[src/hdl/ckg_defs.vh]
// register offsets, field positions, reset values and ratios of the clock generator
`ifndef CKG_DEFS_VH
`define CKG_DEFS_VH

`define CKG_ADDR_SRC      8'h00
`define CKG_ADDR_RELOAD   8'h04
`define CKG_ADDR_CFG0     8'h08
`define CKG_ADDR_CFG1     8'h0c
`define CKG_ADDR_CARD     8'h10
`define CKG_ADDR_ALT      8'h14
`define CKG_ADDR_CONV     8'h18
`define CKG_ADDR_USB      8'h1c
`define CKG_ADDR_STATUS   8'h20

`define CKG_SRC_PLL_BIT   0
`define CKG_CFG0_DBL_BIT  0
`define CKG_CFG0_T0_BIT   1
`define CKG_CFG0_T1_BIT   2
`define CKG_CFG0_SI_BIT   4
`define CKG_CFG0_WD_BIT   6
`define CKG_CFG1_SPI_BIT  0
`define CKG_CARD_SRC_BIT  8

`define CKG_RELOAD_RST    4'hf
`define CKG_RELOAD_SPAN   5'h10
`define CKG_CARD_RST      6'h00
`define CKG_ALT_RST       2'h0
`define CKG_CONV_RST      4'h0
`define CKG_USB_RST       4'h0

`define CKG_NUM_PERIPH    5
`define CKG_DIV_W         7

`endif

[src/hdl/ckg_tick_div.v]
// programmable edge-tick divider with a toggled 50% clock output
`timescale 1ns/1ps
module ckg_tick_div #(
  parameter W = 7
) (
  input  wire         pclk,
  input  wire         presetn,
  input  wire         tick_in,
  input  wire [W-1:0] div,
  output wire         tick_out,
  output reg          clk_out
);
  reg  [W-1:0] cnt_r;
  reg  [W-1:0] div_r;
  wire [W-1:0] div_safe;
  wire         last;

  assign div_safe = (div == {W{1'b0}}) ? {{(W-1){1'b0}}, 1'b1} : div;
  // a new ratio loads into div_r only at the wrap, so a mid-count change waits for it
  assign last     = (cnt_r >= div_r - {{(W-1){1'b0}}, 1'b1});
  assign tick_out = tick_in & last;

  always @(posedge pclk or negedge presetn) begin
    if (!presetn) begin
      cnt_r   <= {W{1'b0}};
      div_r   <= {{(W-1){1'b0}}, 1'b1};
      clk_out <= 1'b0;
    end else if (tick_in) begin
      if (last) begin
        cnt_r   <= {W{1'b0}};
        div_r   <= div_safe;
        clk_out <= ~clk_out;
      end else begin
        cnt_r <= cnt_r + {{(W-1){1'b0}}, 1'b1};
      end
    end
  end
endmodule

[src/hdl/ckg_src_mux.v]
// two-source tick selector that only switches while the fed clock is low
`timescale 1ns/1ps
module ckg_src_mux (
  input  wire pclk,
  input  wire presetn,
  input  wire sel,
  input  wire fed_clk,
  input  wire tick_a,
  input  wire tick_b,
  output wire tick_out,
  output reg  sel_r
);
  assign tick_out = sel_r ? tick_b : tick_a;

  always @(posedge pclk or negedge presetn) begin
    if (!presetn) begin
      sel_r <= 1'b0;
    end else if (!fed_clk) begin
      // switching only while low keeps a runt high phase off the output
      sel_r <= sel;
    end
  end
endmodule

[src/hdl/ckg_clock_gen.v]
// clock generator top: source select, prescalers, speed modes and apb registers
//
// How it works
// - core and peripherals run from crystal or pll clock
// - source through first prescaler gives core and five peripheral clocks
// - access clock is source/(2*(16-reload)), or crystal in double speed
// - in single speed a peripheral speed bit has no effect
// - after reset core and all peripherals run single speed
// - global double speed bit switches everything at once (with pll selected the code ignores the bit and nothing switches)
// - in double speed each peripheral may return to single speed
// - single-speed peripheral under double-speed core runs at half rate
// - first prescaler divides when double speed clear, bypassed when set (with pll selected it keeps dividing)
// - first prescaler divides by two out of reset
// - card gets access clock plus pll or crystal clock via 6-bit prescaler
// - alternate card clock is peripheral clock over 1, 2, 4 or 8
// - converter clock has 50% duty cycle
// - usb side clock comes from the pll through a divider
// - source select routes pll when set, crystal when clear, resets 0
// - reload field resets to all ones
// - peripheral speed bit set selects half rate, only in double speed
//
// Added by the designer: the placing of the registers and register access over APB.
`timescale 1ns/1ps
`include "ckg_defs.vh"
module ckg_clock_gen (
  input  wire        pclk,
  input  wire        presetn,
  input  wire [7:0]  paddr,
  input  wire        psel,
  input  wire        penable,
  input  wire        pwrite,
  input  wire [31:0] pwdata,
  output reg  [31:0] prdata,
  output wire        pready,
  output wire        pslverr,
  input  wire        crystal_tick,
  input  wire        pll_tick,
  output wire        core_clock,
  output wire        peripheral_access_clock,
  output wire        peripheral_access_tick,
  output wire        timer0_clock,
  output wire        timer1_clock,
  output wire        serial_port_clock,
  output wire        watchdog_clock,
  output wire        spi_clock,
  output wire        card_clock,
  output wire        alt_card_clock,
  output wire        converter_clock,
  output wire        usb_side_clock
);
  localparam DW = `CKG_DIV_W;
  localparam NP = `CKG_NUM_PERIPH;

  // software-visible state
  reg         pll_source_select_r;
  reg  [3:0]  core_reload_value_r;
  reg         double_speed_mode_r;
  reg  [NP-1:0] periph_half_r;
  reg  [5:0]  card_prescaler_r;
  reg         card_src_pll_r;
  reg  [1:0]  alt_card_prescaler_r;
  reg  [3:0]  converter_prescale_field_r;
  reg  [3:0]  usb_div_r;

  // bus decode
  wire        setup_rd;
  wire        access_wr;
  wire        mapped;
  reg  [31:0] rd_nxt;

  // clock path
  wire        src_sel_live;
  wire        src_tick;
  wire        dbl_eff;
  wire        forbidden;
  wire [4:0]  reload_span;
  wire [DW-1:0] core_div;
  wire        idle_tick;
  wire        idle_clk;
  wire [NP-1:0] periph_clk;
  wire [NP-1:0] periph_half_eff;
  wire        card_sel_live;
  wire        card_src_tick;
  wire [DW-1:0] card_div;
  wire [DW-1:0] alt_div;
  wire [DW-1:0] conv_div;
  wire [DW-1:0] usb_div;

  // ---------------- apb slave ----------------
  assign pready   = 1'b1;
  assign setup_rd = psel & ~penable & ~pwrite;
  assign access_wr = psel & penable & pwrite;

  assign mapped = (paddr == `CKG_ADDR_SRC)    |
                  (paddr == `CKG_ADDR_RELOAD) |
                  (paddr == `CKG_ADDR_CFG0)   |
                  (paddr == `CKG_ADDR_CFG1)   |
                  (paddr == `CKG_ADDR_CARD)   |
                  (paddr == `CKG_ADDR_ALT)    |
                  (paddr == `CKG_ADDR_CONV)   |
                  (paddr == `CKG_ADDR_USB)    |
                  (paddr == `CKG_ADDR_STATUS);

  // unmapped access answers with an error and changes nothing
  assign pslverr = psel & penable & ~mapped;

  always @(posedge pclk or negedge presetn) begin
    if (!presetn) begin
      pll_source_select_r        <= 1'b0;
      core_reload_value_r        <= `CKG_RELOAD_RST;
      double_speed_mode_r        <= 1'b0;
      periph_half_r              <= {NP{1'b0}};
      card_prescaler_r           <= `CKG_CARD_RST;
      card_src_pll_r             <= 1'b0;
      alt_card_prescaler_r       <= `CKG_ALT_RST;
      converter_prescale_field_r <= `CKG_CONV_RST;
      usb_div_r                  <= `CKG_USB_RST;
    end else if (access_wr) begin
      case (paddr)
        `CKG_ADDR_SRC: begin
          pll_source_select_r <= pwdata[`CKG_SRC_PLL_BIT];
        end
        `CKG_ADDR_RELOAD: begin
          core_reload_value_r <= pwdata[3:0];
        end
        `CKG_ADDR_CFG0: begin
          double_speed_mode_r <= pwdata[`CKG_CFG0_DBL_BIT];
          periph_half_r[0]    <= pwdata[`CKG_CFG0_T0_BIT];
          periph_half_r[1]    <= pwdata[`CKG_CFG0_T1_BIT];
          periph_half_r[2]    <= pwdata[`CKG_CFG0_SI_BIT];
          periph_half_r[3]    <= pwdata[`CKG_CFG0_WD_BIT];
        end
        `CKG_ADDR_CFG1: begin
          periph_half_r[4] <= pwdata[`CKG_CFG1_SPI_BIT];
        end
        `CKG_ADDR_CARD: begin
          card_prescaler_r <= pwdata[5:0];
          card_src_pll_r   <= pwdata[`CKG_CARD_SRC_BIT];
        end
        `CKG_ADDR_ALT: begin
          alt_card_prescaler_r <= pwdata[1:0];
        end
        `CKG_ADDR_CONV: begin
          converter_prescale_field_r <= pwdata[3:0];
        end
        `CKG_ADDR_USB: begin
          usb_div_r <= pwdata[3:0];
        end
        default: begin
          usb_div_r <= usb_div_r;
        end
      endcase
    end
  end

  // read data, prepared in the setup cycle so it leaves a flip-flop
  always @* begin
    rd_nxt = 32'h0000_0000;
    case (paddr)
      `CKG_ADDR_SRC: begin
        rd_nxt[`CKG_SRC_PLL_BIT] = pll_source_select_r;
      end
      `CKG_ADDR_RELOAD: begin
        rd_nxt[3:0] = core_reload_value_r;
      end
      `CKG_ADDR_CFG0: begin
        rd_nxt[`CKG_CFG0_DBL_BIT] = double_speed_mode_r;
        rd_nxt[`CKG_CFG0_T0_BIT]  = periph_half_r[0];
        rd_nxt[`CKG_CFG0_T1_BIT]  = periph_half_r[1];
        rd_nxt[`CKG_CFG0_SI_BIT]  = periph_half_r[2];
        rd_nxt[`CKG_CFG0_WD_BIT]  = periph_half_r[3];
      end
      `CKG_ADDR_CFG1: begin
        rd_nxt[`CKG_CFG1_SPI_BIT] = periph_half_r[4];
      end
      `CKG_ADDR_CARD: begin
        rd_nxt[5:0]               = card_prescaler_r;
        rd_nxt[`CKG_CARD_SRC_BIT] = card_src_pll_r;
      end
      `CKG_ADDR_ALT: begin
        rd_nxt[1:0] = alt_card_prescaler_r;
      end
      `CKG_ADDR_CONV: begin
        rd_nxt[3:0] = converter_prescale_field_r;
      end
      `CKG_ADDR_USB: begin
        rd_nxt[3:0] = usb_div_r;
      end
      `CKG_ADDR_STATUS: begin
        rd_nxt[0]   = dbl_eff;
        rd_nxt[1]   = src_sel_live;
        rd_nxt[2]   = forbidden;
        rd_nxt[3]   = card_sel_live;
        rd_nxt[8:4] = periph_half_eff;
      end
      default: begin
        rd_nxt = 32'h0000_0000;
      end
    endcase
  end

  always @(posedge pclk or negedge presetn) begin
    if (!presetn) begin
      prdata <= 32'h0000_0000;
    end else if (setup_rd) begin
      prdata <= rd_nxt;
    end
  end

  // ---------------- core source and first prescaler ----------------
  ckg_src_mux u_core_src (
    .pclk     (pclk),
    .presetn  (presetn),
    .sel      (pll_source_select_r),
    .fed_clk  (idle_clk),
    .tick_a   (crystal_tick),
    .tick_b   (pll_tick),
    .tick_out (src_tick),
    .sel_r    (src_sel_live)
  );

  // pll with double speed is illegal; hardware keeps the divider in
  // rather than run the core at raw pll rate
  assign forbidden = double_speed_mode_r & src_sel_live;
  assign dbl_eff   = double_speed_mode_r & ~src_sel_live;

  assign reload_span = `CKG_RELOAD_SPAN - {1'b0, core_reload_value_r};
  // bypass in double speed, else 2*(16-reload); reset gives 2
  assign core_div = dbl_eff ? {{(DW-1){1'b0}}, 1'b1} : {1'b0, reload_span, 1'b0};

  ckg_tick_div #(
    .W (DW)
  ) u_core_div (
    .pclk     (pclk),
    .presetn  (presetn),
    .tick_in  (src_tick),
    .div      (core_div),
    .tick_out (idle_tick),
    .clk_out  (idle_clk)
  );

  // core and register-access clocks are the same net
  assign core_clock              = idle_clk;
  assign peripheral_access_clock = idle_clk;
  assign peripheral_access_tick  = idle_tick;

  // ---------------- per-peripheral speed stages ----------------
  // speed bit only counts in double speed; single speed forces full rate
  assign periph_half_eff = periph_half_r & {NP{dbl_eff}};

  genvar gi;
  generate
    for (gi = 0; gi < NP; gi = gi + 1) begin : g_periph
      reg half_cnt_r;
      reg half_sel_r;
      reg clk_r;
      wire step;
      // pass every tick at full rate, every second one at half rate
      assign step = idle_tick & (~half_sel_r | half_cnt_r);
      always @(posedge pclk or negedge presetn) begin
        if (!presetn) begin
          half_cnt_r <= 1'b0;
          half_sel_r <= 1'b0;
          clk_r      <= 1'b0;
        end else begin
          if (idle_tick) begin
            half_cnt_r <= ~half_cnt_r & half_sel_r;
          end
          if (step) begin
            clk_r <= ~clk_r;
          end
          // new ratio taken only at a low phase boundary
          if (idle_tick & ~half_cnt_r & ~clk_r) begin
            half_sel_r <= periph_half_eff[gi];
          end
        end
      end
      assign periph_clk[gi] = clk_r;
    end
  endgenerate

  assign timer0_clock      = periph_clk[0];
  assign timer1_clock      = periph_clk[1];
  assign serial_port_clock = periph_clk[2];
  assign watchdog_clock    = periph_clk[3];
  assign spi_clock         = periph_clk[4];

  // ---------------- card clock ----------------
  ckg_src_mux u_card_src (
    .pclk     (pclk),
    .presetn  (presetn),
    .sel      (card_src_pll_r),
    .fed_clk  (card_clock),
    .tick_a   (crystal_tick),
    .tick_b   (pll_tick),
    .tick_out (card_src_tick),
    .sel_r    (card_sel_live)
  );

  // independent of the core path; ratio limits are software's job
  assign card_div = {1'b0, card_prescaler_r} + {{(DW-1){1'b0}}, 1'b1};

  ckg_tick_div #(
    .W (DW)
  ) u_card_div (
    .pclk     (pclk),
    .presetn  (presetn),
    .tick_in  (card_src_tick),
    .div      (card_div),
    .tick_out (),
    .clk_out  (card_clock)
  );

  // ---------------- alternate card clock ----------------
  assign alt_div = {{(DW-1){1'b0}}, 1'b1} << alt_card_prescaler_r;

  ckg_tick_div #(
    .W (DW)
  ) u_alt_div (
    .pclk     (pclk),
    .presetn  (presetn),
    .tick_in  (idle_tick),
    .div      (alt_div),
    .tick_out (),
    .clk_out  (alt_card_clock)
  );

  // ---------------- converter clock ----------------
  // factor 2*(field+1): always even, so toggling keeps exact 50% duty
  assign conv_div = {2'b00, converter_prescale_field_r, 1'b0} +
                    {{(DW-2){1'b0}}, 2'b10};

  ckg_tick_div #(
    .W (DW)
  ) u_conv_div (
    .pclk     (pclk),
    .presetn  (presetn),
    .tick_in  (crystal_tick),
    .div      (conv_div),
    .tick_out (),
    .clk_out  (converter_clock)
  );

  // ---------------- usb side clock ----------------
  assign usb_div = {3'b000, usb_div_r} + {{(DW-1){1'b0}}, 1'b1};

  ckg_tick_div #(
    .W (DW)
  ) u_usb_div (
    .pclk     (pclk),
    .presetn  (presetn),
    .tick_in  (pll_tick),
    .div      (usb_div),
    .tick_out (),
    .clk_out  (usb_side_clock)
  );

endmodule

[config.mk]
export PLATFORM = sky130hd
export DESIGN_NAME = ckg_clock_gen
export DESIGN_NICKNAME = d
export VERILOG_FILES = /design/src/hdl/ckg_tick_div.v /design/src/hdl/ckg_src_mux.v /design/src/hdl/ckg_clock_gen.v
export VERILOG_INCLUDE_DIRS = /design/src /design/src/hdl
export SDC_FILE = /design/constraint.sdc
export NUM_CORES = 1
export LEC_CHECK = 0
export BUFFER_PORTS_ARGS = -buffer_cell sky130_fd_sc_hd__buf_4
export CAP_MARGIN = 30
export CORE_AREA = 3 3 115 172
export CTS_CLUSTER_SIZE = 40
export DETAILED_ROUTE_END_ITERATION = 10
export DIE_AREA = 0 0 118 175
export GPL_TIMING_DRIVEN = 0
export PLACE_DENSITY = 0.57
export RECOVER_POWER = 50
export SLEW_MARGIN = 20
export SYNTH_ARGS = -nofsm -noshare
export SYNTH_HDL_FRONTEND = slang
export SYNTH_SLANG_ARGS = --single-unit
[constraint.sdc]
create_clock -name pclk -period 4 [get_ports pclk]
set_input_delay 0.4 -clock pclk [delete_from_list [all_inputs] [get_ports pclk]]
set_output_delay 0.4 -clock pclk [all_outputs]
set_load 0.01 [all_outputs]
# Word-level counts from Yosys, hierarchy flattened
# Index checks and enable logic that the tools add are counted.
# word_totals
ff_bits	129
latch_bits	0
ram_bits	0
rom_bits	0
input_bits	47
out_inout_bits	46
wordCells	178
mem_count	0
# classes
n_addsub	14
multipliers	0
n_div	0
magnitude_cmp	5
n_eq_ne	8
shift	1
mux	22
n_bitwise	66
reduce_logical	19
# op_table
operator	n
2-to-1 mux 7 bit	7
adder 7 x 1 -> 7 bit, second input constant	5
>= comparator 7 bit	5
zero test 7 bit	5
subtractor 7 x 1 -> 7 bit, second input constant	5
equality test 8 x 5 -> 1 bit, second input constant	4
bitwise AND 1 bit	28
AND reduction 2 bit	13
NOT 1 bit	24
2-to-1 mux 6 bit	3
equality test 8 x 4 -> 1 bit, second input constant	2
bitwise OR 1 bit	13
case mux 1 bit (9 select lines)	1
equality test 8 x 3 -> 1 bit, second input constant	1
equality test 8 x 6 -> 1 bit, second input constant	1
zero test 8 bit	1
adder 6 x 1 -> 7 bit, second input constant	1
case mux 1 bit (7 select lines)	1
<< shifter 1 x 2 -> 7 bit, first input constant	1
adder 5 x 2 -> 6 bit, second input constant	1
case mux 1 bit (2 select lines)	3
case mux 1 bit (6 select lines)	1
adder 4 x 1 -> 5 bit, second input constant	1
bitwise AND 5 bit	1
other kinds (5)	7

# Longest topological paths before layout
# depth
ltp_word	11
mapped_depth	12
ltp_nobuf	11

# Cells and area by module
# From an unflattened synthesis, not the netlist that was laid out.
# hier_totals
hier_cells	837
area_unflattened_um2	8121.5
# modules_own_cells
module	n_inst	cells_per_inst	area_per_inst_um2	seq_area_each_um2
ckg_tick_div (u_card_div ...)	4	109	1009.7	376.6
ckg_clock_gen	1	286	2970.3	1306.3
ckg_tick_div (u_alt_div)	1	109	1002.2	376.6
ckg_src_mux	2	3	55.1	25.0

# Worst setup path before layout
# OpenSTA, ideal clock, no wires.
# synth_timing
path_type	register -> register
startpoint	reg u_core_div.div_r[0]
endpoint	reg g_periph[0].half_cnt_r
setup_ns	0.125
arrival_ns	2.414
required_time_ns	3.875
path_slack_ns	1.461
stages_incl_launch_ff	13
path_buffers	1
synth_period_minus_slack_ns	2.539
cell_sequence	dfstp_2 -> inv_1 -> ha_1 -> nand2_1 -> or3_1 -> ha_1 -> a21oi_2 -> o21ai_2 -> a21oi_4 -> nand2b_4 -> inv_2 -> buf_6 -> mux2_4
# synth_via
elab_chain_cells	3
# synth_rtl
element	line_no	text
start, declared	ckg_tick_div.v:14	reg [W-1:0] div_r;
start signal, assigned	ckg_tick_div.v:26	div_r <= {{(W-1){1'b0}}, 1'b1};
start signal, assigned	ckg_tick_div.v:31	div_r <= div_safe;
subtractor 7 x 1 -> 7 bit	ckg_tick_div.v:20	assign last = (cnt_r >= div_r - {{(W-1){1'b0}}, 1'b1});
>= comparator 7 bit	ckg_tick_div.v:20	
bitwise AND 1 bit	ckg_tick_div.v:21	assign tick_out = tick_in & last;
via peripheral_access_tick	ckg_clock_gen.v:40	output wire peripheral_access_tick,
end signal, assigned	ckg_clock_gen.v:267	half_cnt_r <= ~half_cnt_r & half_sel_r;
end, declared	ckg_clock_gen.v:254	reg half_cnt_r;
# The timed path passes the listed nets, and every way through them passes these cells.
# A chain may end at the register's enable or synchronous reset.

# Worst setup path after layout
# layout_timing
startpoint	reg u_core_div.div_r[0]
endpoint	out peripheral_access_tick
# layout_via
elab_chain_cells	3
# layout_rtl
element	line_no
subtractor 7 x 1 -> 7 bit	ckg_tick_div.v:20
>= comparator 7 bit	ckg_tick_div.v:20
bitwise AND 1 bit	ckg_tick_div.v:21
end, declared	ckg_clock_gen.v:40
# Every way passes these cells.

==> results.tsv <==
stage	metric	value	unit
status	status	complete, but fails checks	
status	violations in the final reports	capacitance limit, slew limit	
worst_setup_path	nature of the critical path startpoint	register	
timing	skew final	10.9	ps
clocking	Root Buffer	clkbuf_16	
hold_path	min-delay src	pwdata[8]	
clocking	CTS Sinks	122	
synth	post-synthesis sequential area ratio	42.2	%
final_layout	area grow syn2layout	18.9	%
global_routing	wire length of the first global-routing pass	27900	µm
worst_setup_path	Worst R2R Start	u_card_div.div_r[0]	
global_routing	total grt overflow	0	
clocking	CTS tree	done	
drt	final WL	16400	µm
synth	Synth area leader	dfrtp_1	
synth	most frequent cell after synthesis	dfrtp_1	
worst_setup_path	Worst Path Max Fanout	10	
final_layout	register area	3060	µm²
die	Die H	175	µm
worst_setup_path	worst endpoint data arrival time	2960	ps
drt	drt drc	0	
pwr	maximum vdd drop	0.416	mV
synth	Synth async-reset ratio	100	%
timing	Max-slew headroom	-90.7	%
clocking	PostCTS Resize Cnt	0	
final_layout	Multi-input gate area	3890	µm²
timing	post-layout min period	3360	ps
synth	Synth top area share	38.9	%
synth	number of synthesized flops with an enable pin	0	
drt	Routed Antenna Nets	0	
clocking	maximum buffer depth of the clock tree	2	
timing	setup ws final	643	ps
drt	DR vias/cell	5.16	
synth	Avg Inst Size Synth	10.3	µm²
synth	Post-Syn Area	7270	µm²
clocking	H-tree depth	4	
global_routing	number of global-route vias before repair	5674	
placement	RD Place Congestion	0.891	
drt	via count	5442	
die	Die X	118	µm
worst_setup_path	r2r endpoint	u_card_div.div_r[6]	
die	row cnt	61	
synth	FF+latch count, synth	122	
synth	Area contributors post-synth	dfrtp_1 (39%), ha_1 (8.8%), mux2_2 (7.6%)	
worst_setup_path	FF-to-FF setup slack	1160	ps
global_routing	largest net degree at the start of global routing	72	
global_routing	global-route usage over all layers	16.6	%
placement	Final HPWL DP	12400	µm
drt	DR pass1 iterations	5	
final_layout	Inserted Diodes	0	
timing	Max Clk Rate	0.298	GHz
placement	DP Worst Slack	1060	ps
timing	crit share post-route	83.9	%
placement	port bufs	42	
drt	DR WL/cell	15.6	µm
drt	DRT iter0 DRCs	343	
final_layout	Final nets	888	
final_layout	Fill cells	1716	
clocking	Post-CTS Hold Fix Bufs	1	
job	MaxCap Viol Count	1	
timing	Max Slew Vio Count	52	
die	Ports	93	
hold_path	Hold/Removal Path Class	in2reg	
pwr	PD cells	639	nW/µm²
synth	Synth Warn #	0	
hold_path	WHS Endpoint	card_src_pll_r	
pwr	LEAKAGE	4.06	nW
die	core area	18500	µm²
clocking	setup bufs post-CTS	0	
synth	prevailing post-synth register cell	dfrtp_1	
worst_setup_path	r2r worst-path depth	10	
global_routing	antenna violations before repair	0	
die	total die area	20700	µm²
synth	Mapped Cells	705	
clocking	total CTS buffers	17	
timing	final hold vios	0	
clocking	Reg clk slew, reported paths	60	ps
final_layout	share of layout cells above drive strength 1	24.3	%
worst_setup_path	crit path kind	reg2out	
timing	worst-margin pin slew	2860	ps
timing	unrepaired setup endpoints after global routing	false	
timing	final setup fails	0	
worst_setup_path	Required @ worst endpoint	3600	ps
timing	TNS Setup	0	ps
hold_path	Hold Path Cell Cnt	2	
synth	most instantiated cells after synthesis	dfrtp_1 (113), nand2_1 (57), nor2_1 (53)	
synth	count of cell types in the netlist	67	
die	starting density of the core	39.2	%
clocking	worst skew pair latency	410	ps
timing	WHS	222	ps
worst_setup_path	Crit. End Element	output pin	
-- flip-flops by register name, indices dropped and copies added, names as in the netlist, 7 cells and up --
name and flops:
u_card_div.cnt_r 7, u_usb_div.cnt_r 7, prdata 9, u_conv_div.cnt_r 7, u_core_div.cnt_r 7, u_card_div.div_r 7
u_alt_div.cnt_r 7
-- per-layer routing --
| metal | wire length (µm) | vias to the layer above | global-route usage, % |
|---|---|---|---|
| met1 | 6390 | 2664 | 18.3 |
| met5 | 0 | - | 0 |
| met3 | 633 | 29 | 3.59 |
| met4 | 388 | 0 | 7.33 |
| li1 | - | 2636 | - |
| met2 | 9010 | 113 | 30.5 |
-- critical path: stages (launching register included) --
cell and delay [ps]:
dfstp_2 380, inv_1 80, ha_1 180, nand2_1 90, or3_1 330, ha_1 330
a21oi_2 150, o21ai_2 80, a21oi_4 310, nand2b_4 250, inv_2 60, buf_6 150
buf_4 150
-- through the flow --
stage | cells | cell area [µm²] | utilization [%] | power, mW
finish | 1055 | 8640 | 46.6 | 5.52
global route | 1055 | 8640 | 46.6 | 5.94
CTS | 1055 | 8680 | 46.8 | 5.59
detailed placement | 1022 | 8010 | 43.2 | 3.85
global placement | 1021 | 7980 | 43.0 | 3.74
floorplan | 727 | 7350 | - | 3.26
-- power by group --
part	total (mW)	leakage, nW	switching (mW)	internal [mW]
Sequential	1.86	1.57	0.314	1.55
Combinational	1.95	2.18	1.07	0.879
Clock	1.71	0.309	0.583	1.13
Total	5.52	4.06	1.97	3.55
-- kinds of logic (layout without fill, tap and decap cells) --
kind of cell               Yosys count  after routing  synth area share (%)
AOI/OAI and AO/OA                  117            117                  10.8
DFF                                122            122                  42.2
xor gates and xnor gates            54             54                  6.51
adders and majority gates           51             51                  8.78
muxes                               64             64                  10.2
buffers and inverters               70            146                  5.27
and+or+nand+nor                    225            225                  16.1
other                                2             24                 0.103
-- cell usage in the layout (no fill, tap or decap), drive strengths merged, types with 4 or more instances in the layout --
master,instances
dfrtp,113
buf,73
nand2,60
mux2,55
nor2,54
ha,51
a21oi,33
clkbuf,31
o21ai,29
nand3,28
xor2,28
inv,28
xnor2,26
conb,24
nor3,21
o41ai,12
nor2b,11
a31oi,9
nand4,9
dfstp,9
a21o,8
mux2i,8
and3,7
nand2b,7
nor3b,6
nand3b,5
bufinv,5
or3,4
o22ai,4
clkinvlp,4
clkinv,4
and2,4
-- layout make-up --
class | instances | area share [%]
multi-input cells | 535 | 45.0
flip-flops and latches | 122 | 35.5
clock buffers | 18 | 5.08
repair buffers | 44 | 3.78
well taps | 252 | 3.65
plain buffers | 43 | 3.26
clock inverters | 14 | 2.55
inverters | 27 | 1.17
-- worst max path at each step --
stage	to	slack (ps)	start
CTS	peripheral_access_tick	590	u_core_div.div_r[0]
floorplan	g_periph[0].half_cnt_r	1460	u_core_div.div_r[0]
finish	peripheral_access_tick	640	u_core_div.div_r[0]
global placement	peripheral_access_tick	1070	u_core_div.div_r[0]
detailed placement	peripheral_access_tick	1060	u_core_div.div_r[0]
global route	u_core_div.cnt_r[2]	350	presetn
No activity file was read; power rests on OpenSTA's default activity.
